==> src/logic/sbed_pkg.sv <==
/*
  Package for the serial bus error-detect block: register map, field codes,
  status bit positions, counter presets and the event carrier struct.
  Assumes the bit-level engine runs on the same clock as this block.
*/
package sbed_pkg;
  // Register indices on the plain host port
  localparam logic [3:0] ADDR_DATA = 4'h0;    // bus_data_register
  localparam logic [3:0] ADDR_ISR = 4'h1;     // interrupt status, W1C
  localparam logic [3:0] ADDR_SSR = 4'h2;     // slave_status_register
  localparam logic [3:0] ADDR_MASK = 4'h3;    // interrupt mask
  localparam logic [3:0] ADDR_FRAME = 4'h4;   // frame_byte_counter
  localparam logic [3:0] ADDR_SUCC = 4'h5;    // success_byte_counter
  localparam logic [3:0] ADDR_LEN = 4'h6;     // byte count preset

  // Status bit positions
  localparam int ISR_ERR_BIT = 6;             // comm_error_flag
  localparam int ISR_CEND_BIT = 3;            // communication end
  localparam int ISR_FEND_BIT = 2;            // frame end
  localparam int SSR_RX_BIT = 1;              // rx_byte_pending_flag
  localparam int SSR_TX_BIT = 0;              // transmit byte pending

  // Reset values and presets
  localparam logic [7:0] BYTE_ZERO = 8'h00;
  localparam logic [7:0] MASK_RESET = 8'h00;
  localparam logic [5:0] FRAME_MAX = 6'h20;   // 32 bytes per frame
  localparam logic [5:0] FRAME_ZERO = 6'h00;
  localparam logic [5:0] FRAME_ONE = 6'h01;
  localparam logic [8:0] SUCC_ZERO = 9'h000;
  localparam logic [8:0] SUCC_ONE = 9'h001;
  localparam logic [8:0] SUCC_FULL = 9'h100;  // length 00h means 256

  // Field being carried on the line
  typedef enum logic [1:0] {
    FLD_ADDR = 2'b00,
    FLD_CTRL = 2'b01,
    FLD_LEN = 2'b10,
    FLD_DATA = 2'b11
  } sbed_field_t;

  // Events from the bit-level engine, one-cycle pulses unless noted
  typedef struct packed {
    logic frameStart;     // new frame begins, counters preset
    logic broadcast;      // level: frame is broadcast
    logic lostToSlave;    // level: we asked broadcast, lost, now slave
    logic addressed;      // level: frame is for this unit
    logic rxRole;         // level: this unit receives the current field
    logic timingErr;      // bit width out of range
    logic parityChk;      // parity bit of a field has arrived
    logic parityCalc;     // locally computed parity
    logic parityRx;       // received parity bit
    logic ackSlot;        // acknowledge slot of the current field
    logic nackSeen;       // as transmitter: NACK read in the slot
    sbed_field_t field;   // level: current field
    logic rxStart;        // reception timing of a data byte begins
    logic rxByteDone;     // data byte fully received
    logic [7:0] rxData;   // byte with rxByteDone
    logic txTake;         // transmitter took the byte for sending
  } sbed_evt_t;

  // Answers to the bit-level engine
  typedef struct packed {
    logic ackValid;       // pulse: ackBit applies to this slot
    logic ackBit;         // 1 = acknowledge, 0 = withhold
    logic rxStop;         // level: broadcast reception halted
    logic [7:0] txData;   // byte to send next
  } sbed_resp_t;
endpackage : sbed_pkg

==> src/logic/sbed_error_detect.sv <==
/*
  Error detection and overrun handling of the serial bus controller.
  Holds the data register, counters, status and mask registers.
  Assumes a same-clock bit engine that supplies sbed_evt_t pulses and a
  host using the plain one-cycle register port.
*/
`timescale 1ns/1ps
module sbed_error_detect (
  input wire logic clk,
  input wire logic rst,
  input wire logic [3:0] regAddr,
  input wire logic [7:0] regWdata,
  input wire logic regWr,
  input wire logic regRd,
  output logic [7:0] regRdata,
  input wire sbed_pkg::sbed_evt_t evt,
  output sbed_pkg::sbed_resp_t resp,
  output logic data_transfer_irq,
  output logic comm_status_irq,
  output logic comm_error_flag,
  output logic rx_byte_pending_flag
);
  import sbed_pkg::*;

  logic [7:0] busDataRx_reg;
  logic [7:0] busDataTx_reg;
  logic [7:0] isr_reg;
  logic [7:0] isr_next;
  logic [7:0] mask_reg;
  logic [7:0] len_reg;
  logic [5:0] frameCnt_reg;
  logic [8:0] succCnt_reg;
  logic pending_reg;
  logic overrun_reg;
  logic txFresh_reg;
  logic rxStop_reg;
  logic hdrParityBad_reg;
  logic parityBad;
  logic parityIrq;
  logic nackErr;
  logic underrun;
  logic bcastOvr;
  logic dataAck;
  logic dataAckRx;
  logic dataOk;
  logic rxRefused_reg;
  logic ackValid_reg;
  logic ackBit_reg;
  logic errEvent;
  logic frameEndEvt;
  logic commEndEvt;
  logic hostReadData;
  logic [7:0] setBits;

  // Byte counter preset, 00h stands for 256
  function automatic logic [8:0] succPreset(input logic [7:0] len);
    succPreset = (len == BYTE_ZERO) ? SUCC_FULL : {1'b0, len};
  endfunction : succPreset

  // Parity check and its interrupt qualification
  assign parityBad = evt.parityChk && evt.rxRole &&
                     (evt.parityCalc != evt.parityRx);
  assign parityIrq = parityBad && evt.addressed &&
    ((evt.field != FLD_DATA) ||
     (evt.broadcast && !evt.lostToSlave));

  // NACK seen by the transmitter outside the data field
  assign nackErr = evt.ackSlot && !evt.rxRole && evt.nackSeen &&
                   (evt.field != FLD_DATA);

  // Data acknowledge slots, for both roles
  assign dataAck = evt.ackSlot && evt.addressed && (evt.field == FLD_DATA);
  assign dataAckRx = dataAck && evt.rxRole;

  // Underrun: next byte not written before the ack of the current one
  assign underrun = dataAck && !evt.rxRole && !txFresh_reg &&
                    (succCnt_reg > SUCC_ONE);

  // Broadcast overrun: next byte starts with the previous one unread
  assign bcastOvr = evt.rxStart && evt.addressed && evt.broadcast &&
                    pending_reg && !rxStop_reg;

  assign errEvent = evt.timingErr || parityIrq || nackErr || underrun ||
                    bcastOvr;
  assign frameEndEvt = dataAck && (frameCnt_reg == FRAME_ONE);

  // Byte counts as delivered: accepted here, or acknowledged by the peer.
  // Judged in this slot, not from the answer left over from the last one.
  assign dataOk = evt.rxRole ? (!rxRefused_reg && !hdrParityBad_reg)
                             : !evt.nackSeen;
  assign commEndEvt = dataAck && dataOk && (succCnt_reg == SUCC_ONE);
  assign hostReadData = regRd && (regAddr == ADDR_DATA);

  // Status set bits and write-one-to-clear, set wins over clear
  always_comb begin
    setBits = BYTE_ZERO;
    setBits[ISR_ERR_BIT] = errEvent;
    setBits[ISR_FEND_BIT] = frameEndEvt;
    setBits[ISR_CEND_BIT] = commEndEvt;
    isr_next = isr_reg;
    if (regWr && (regAddr == ADDR_ISR)) begin
      isr_next = isr_reg & ~regWdata;
    end
    isr_next = isr_next | setBits;
  end

  // Interrupt status and mask
  always_ff @(posedge clk) begin
    if (rst) begin
      isr_reg <= BYTE_ZERO;
      mask_reg <= MASK_RESET;
      len_reg <= BYTE_ZERO;
    end else begin
      isr_reg <= isr_next;
      if (regWr && (regAddr == ADDR_MASK)) begin
        mask_reg <= regWdata;
      end
      if (regWr && (regAddr == ADDR_LEN)) begin
        len_reg <= regWdata;
      end
    end
  end

  // Interrupt outputs registered from the next status, on the same edge as the status register
  always_ff @(posedge clk) begin
    if (rst) begin
      comm_status_irq <= 1'b0;
      comm_error_flag <= 1'b0;
    end else begin
      comm_status_irq <= |(isr_next & ~mask_reg);   // Mask bit set blocks
      comm_error_flag <= isr_next[ISR_ERR_BIT];
    end
  end

  // Transmit byte register and freshness for underrun detection
  always_ff @(posedge clk) begin
    if (rst) begin
      busDataTx_reg <= BYTE_ZERO;
      txFresh_reg <= 1'b0;
    end else begin
      if (regWr && (regAddr == ADDR_DATA)) begin
        busDataTx_reg <= regWdata;
        txFresh_reg <= 1'b1;
      end else if (evt.txTake) begin
        txFresh_reg <= 1'b0;
      end
    end
  end

  // Receive byte register and pending flag
  always_ff @(posedge clk) begin
    if (rst) begin
      busDataRx_reg <= BYTE_ZERO;
      pending_reg <= 1'b0;
      data_transfer_irq <= 1'b0;
    end else begin
      if (evt.rxByteDone && evt.addressed && !overrun_reg &&
          !rxStop_reg && !pending_reg) begin
        busDataRx_reg <= evt.rxData;
        pending_reg <= 1'b1;
        data_transfer_irq <= 1'b1;
      end else if (hostReadData) begin
        pending_reg <= 1'b0;
        data_transfer_irq <= 1'b0;
      end
    end
  end

  // Overrun state: set on start with unread byte, cleared on the next start after a read
  always_ff @(posedge clk) begin
    if (rst) begin
      overrun_reg <= 1'b0;
    end else if (evt.rxStart && evt.addressed) begin
      overrun_reg <= pending_reg;
    end
  end

  // Broadcast reception halt, lifted at the next frame
  always_ff @(posedge clk) begin
    if (rst) begin
      rxStop_reg <= 1'b0;
    end else if (bcastOvr) begin
      rxStop_reg <= 1'b1;
    end else if (evt.frameStart) begin
      rxStop_reg <= 1'b0;
    end
  end

  // Refusal of the byte just completed, held for its acknowledge slot;
  // the pending flag alone would refuse the very byte just stored
  always_ff @(posedge clk) begin
    if (rst) begin
      rxRefused_reg <= 1'b0;
    end else if (evt.rxByteDone) begin
      rxRefused_reg <= overrun_reg || rxStop_reg || pending_reg ||
                       !evt.addressed;
    end
  end

  // Header parity result kept for the following acknowledge slot
  always_ff @(posedge clk) begin
    if (rst) begin
      hdrParityBad_reg <= 1'b0;
    end else if (evt.parityChk) begin
      hdrParityBad_reg <= parityBad;
    end
  end

  // Acknowledge answer to the bit engine
  always_ff @(posedge clk) begin
    if (rst) begin
      ackValid_reg <= 1'b0;
      ackBit_reg <= 1'b0;
    end else begin
      ackValid_reg <= evt.ackSlot && evt.rxRole && evt.addressed;
      if (evt.ackSlot && evt.rxRole) begin
        if (evt.field == FLD_DATA) begin
          ackBit_reg <= !rxRefused_reg && !hdrParityBad_reg;
        end else begin
          ackBit_reg <= !hdrParityBad_reg;
        end
      end
    end
  end

  // Answer bundle, one driver, every field straight from a flip-flop
  assign resp = {ackValid_reg, ackBit_reg, rxStop_reg, busDataTx_reg};

  // Frame and success byte counters
  always_ff @(posedge clk) begin
    if (rst) begin
      frameCnt_reg <= FRAME_MAX;
      succCnt_reg <= SUCC_ZERO;
    end else if (evt.frameStart) begin
      frameCnt_reg <= FRAME_MAX;
      succCnt_reg <= succPreset(len_reg);
    end else if (dataAck) begin
      if (frameCnt_reg != FRAME_ZERO) begin
        frameCnt_reg <= frameCnt_reg - FRAME_ONE;
      end
      if (dataOk && succCnt_reg != SUCC_ZERO) begin
        succCnt_reg <= succCnt_reg - SUCC_ONE;
      end
    end
  end

  // Pending output mirrors the slave status bit
  always_ff @(posedge clk) begin
    if (rst) begin
      rx_byte_pending_flag <= 1'b0;
    end else begin
      rx_byte_pending_flag <= pending_reg || bcastOvr;
    end
  end

  // Register read port, data one cycle after the strobe
  always_ff @(posedge clk) begin
    if (rst) begin
      regRdata <= BYTE_ZERO;
    end else if (regRd) begin
      unique case (regAddr)
        ADDR_DATA: regRdata <= busDataRx_reg;
        ADDR_ISR: regRdata <= isr_reg;
        ADDR_SSR: regRdata <= {6'h00, pending_reg, txFresh_reg};
        ADDR_MASK: regRdata <= mask_reg;
        ADDR_FRAME: regRdata <= {2'h0, frameCnt_reg};
        ADDR_SUCC: regRdata <= succCnt_reg[7:0];
        ADDR_LEN: regRdata <= len_reg;
        default: regRdata <= BYTE_ZERO;
      endcase
    end else begin
      regRdata <= BYTE_ZERO;
    end
  end
endmodule : sbed_error_detect

==> config.mk <==
export PLATFORM = sky130hd
export DESIGN_NAME = sbed_error_detect
export DESIGN_NICKNAME = d
export VERILOG_FILES = /design/src/logic/sbed_pkg.sv /design/src/logic/sbed_error_detect.sv
export SDC_FILE = /design/constraint.sdc
export NUM_CORES = 1
export LEC_CHECK = 0
export ABC_AREA = 0
export BUFFER_PORTS_ARGS = -buffer_cell sky130_fd_sc_hd__buf_2
export CAP_MARGIN = 5
export CORE_MARGIN = 2
export CORE_UTILIZATION = 35
export CTS_CLUSTER_DIAMETER = 100
export CTS_CLUSTER_SIZE = 10
export DETAILED_ROUTE_END_ITERATION = 10
export GPL_ROUTABILITY_DRIVEN = 1
export PLACE_DENSITY = 0.6
export SLEW_MARGIN = 30
export SYNTH_ARGS = -nofsm -noshare
export SYNTH_HDL_FRONTEND = slang
export SYNTH_SLANG_ARGS = --single-unit
export TNS_END_PERCENT = 100
==> constraint.sdc <==
create_clock -name clk -period 3.3 [get_ports clk]
set_input_delay 0.66 -clock clk [delete_from_list [all_inputs] [get_ports clk]]
set_output_delay 0.66 -clock clk [all_outputs]
set_load 0.005 [all_outputs]
==> results.toml <==
[outcome]
status = "finished, final reports clean"

[setup_path]
crit_path_cell_trace = "buf_2, nand3b_1, nor3_1, a21boi_0, o31ai_1, a41oi_1"
required_ns = 3.49
cp_max_fo = 17
critPathSlowestCell = "nor3_1"
critical_path_class = "input port to flop"
arrival_ns = 2.40
critPathMaxStageDelay_ns = 0.53
cp-end-kind = "flop"
startpoint_type = "input port"

[sta]
rsz0062_at_grt = "no"
fmax_mhz = 453
tightestPinTransition_ns = 0.711
hold_violations = 0
worst_slack_ns = 1.09
setup_viol = 0
fin_crit_ns = 2.21
period_share_pct = 66.9
drv_slew = 0
slew_headroom_pct = 51.4
finalSetupTns_ns = 0
skew_ns = 0.0143

[global_route]
grt_pass1_wl_um = 16200
globalRouteTotalUtil_pct = 18.9
antenna_found_initial = 0
grt_overflow_total = 0
grt_pass1_vias = 3094
top_usage_layer = "met2"
grt_max_degree = 36
grt_util_met3_pct = 4.22
use_met2_pct = 28.9
use_met1_pct = 25.3

[cts]
clk_pin_slew_ns = 0.08
ctsResizeCount = 0
clockBufferDepth = 2
cts_hold_buf = 0
root_buffer = "clkbuf_8"
cts_tree = "built"
cts.sinks = 73
clock_latency_ns = 0.36
cts_setup_buffers = 0
htreeDepth = 3
cts_buffers = 9

[layout]
area_delta_synth_final_pct = 16.1
final_cell_mix = "dfxtp_1, buf_2, nor2_1, nand2_1, a21oi_1"
antenna_cells = 0
final_common_cell = "dfxtp_1"
drive_gt1_share_pct = 20.2
largest_register_ffs = 9
nets = 505
n_fill_cell = 1037

[yosys]
yosys.area_share.simple_pct = 23.2
synth_top_flop_cell = "dfxtp_1"
synth_fa_ha_area_share_pct = 1.80
synth.area.mux_share_pct = 7.33
synth_compound_gate_area_share_pct = 17.5
synth.distinct_cells = 56
synth_top_family_by_area = "simple AND/OR/NAND/NOR gates"
yosysSeqAreaShare_pct = 42.0
synth_edf_count = 0
yosysWarnings = 0
synth_area_um2 = 3480
syn_nets = 452
ys_ff_latch = 73
synth_xor_xnor_area_share_pct = 3.02
avgSynthCellArea_um2 = 8.56
async_flop_share_pct = 0
synth_cells = 407

[routing]
ant_nets = 0
drtIter0Drc = 216
drt-total-wl_um = 9740
wire_per_inst_um = 16.3
vias_per_cell = 5.32
dr.pass1.iters = 5
vias = 3179
drc_errors = 0

[place]
gp_congestion = 0.897
dp_hpwl_um = 7200
place_ws_ns = 0.803
numPortBuffers = 62

[power_and_ir_drop]
power.density_nw_per_um2 = 435
switching_share_pct = 28.4
finalPower_mw = 1.76
p_leak_nw = 1.55
seq_power_share_pct = 52.8
internal_power_mw = 1.26
pwr-share-clk_pct = 36.1
p_sw_uw = 499
vdd_drop_max_mv = 0.211
combinationalPowerShare_pct = 11.1

[die]
num_io_pins = 63
dieWidth_um = 104
die-area_um2 = 10800
core_area_um2 = 9730
fp-row-count = 36
start_util_pct = 35.8
dieHeight_um = 104

[flow_run]
drv_cap = 0

[worst_hold_path]
holdCritPathClass = "flop to flop"
critical path: cells and delay by family:
kind                   cells  cell delay (ns)
AO/OA/AOI/OAI              3             0.67
AND/OR/NAND/NOR            2             0.79
buffers and inverters      1             0.29
Yosys cell counts (2+ instances only):
library cell  instances  area (µm²)
buf_2                 2        10.0
nor2_1               47         176
o21a_1                3        22.5
inv_1                15        56.3
a21oi_1              31         155
clkbuf_1             14        52.6
buf_1                 3        11.3
nor4b_1               2        17.5
a31oi_1               2        12.5
nand2b_1              4        25.0
nand4b_1              2        17.5
mux2_2                4        45.0
and3_1                3        18.8
nor4_1                8        50.1
o22ai_1               2        12.5
nand3_1              28         140
a2111oi_0             2        17.5
dfxtp_1              73        1460
nand3b_1              2        15.0
a41oi_1               2        17.5
o41ai_1               4        35.0
nor3b_1               2        15.0
or2_2                 3        18.8
nand4_1               2        12.5
a211oi_1             12        90.1
xor2_1                6        52.6
a222oi_1              4        40.0
or4_4                 2        22.5
ha_1                  5        62.6
clkbuf_8              2        27.5
a22o_1                5        43.8
o31ai_1               2        15.0
a22oi_1               3        22.5
mux2i_1              21         210
nor2b_1               9        56.3
o21ai_0               6        30.0
nand2_1              34         128
a211o_1               2        17.5
xnor2_1               6        52.6
nor3_1               10        50.1
buf_4                 3        22.5
layout make-up:
type / instances / area (µm²) / share of cell area (%)
Clock buffer: 10 / 128 / 3.16
Clock inverter: 6 / 43.8 / 1.08
Inverter: 15 / 56.3 / 1.39
Multi-Input combinational cell: 295 / 1850 / 45.7
Sequential cell: 73 / 1460 / 36.1
Tap cell: 133 / 166 / 4.12
Timing Repair Buffer: 66 / 340 / 8.42
layer usage:
metal  vias to the layer above  part of all wire [%]
met5                         -                     0
met2                        92                    45
met4                         0                   3.9
met1                      1491                    46
li1                       1567                     -
met3                        29                   5.3
through the flow:
step                util (%)  cell area (µm²)  hold slack [ns]  instances
finish                  41.6             4040            0.453        598
global route            41.6             4040            0.482        598
CTS                     41.6             4040            0.455        598
detailed placement      39.8             3870            0.444        582
global placement        39.8             3870            0.440        582
floorplan                  -             3480            0.432        407
power groups by stage:
stage          combinational, mW  clock, mW  sequential (mW)
2_1_floorplan              0.129          0            0.939
3_3_place_gp               0.192          0            0.949
3_5_place_dp               0.195          0            0.949
4_1_cts                    0.195      0.649            0.929
5_1_grt                    0.219      0.687            0.931
6_report                   0.195      0.634            0.929
logic make-up after synthesis:
group | Yosys count
AOI/OAI and AO/OA | 89
xor gates and xnor gates | 12
adders and majority gates | 5
buffers and inverters | 39
DFF | 73
muxes | 25
and+or+nand+nor | 164
worst paths after layout:
kind | start | to | slack, ns | cells past startpoint
setup reg to reg | succCnt_reg[1]$_SDFFE_PP0P_ | comm_status_irq$_SDFF_PP0_ | 1.28 | 6
hold / removal | busDataTx_reg[6]$_SDFFE_PP0P_ | busDataTx_reg[6]$_SDFFE_PP0P_ | 0.45 | 2
hold reg to reg | busDataTx_reg[6]$_SDFFE_PP0P_ | busDataTx_reg[6]$_SDFFE_PP0P_ | 0.45 | 2
setup / recovery | regAddr[0] | comm_status_irq$_SDFF_PP0_ | 1.09 | 6
Power figures use the tool's default switching activity.
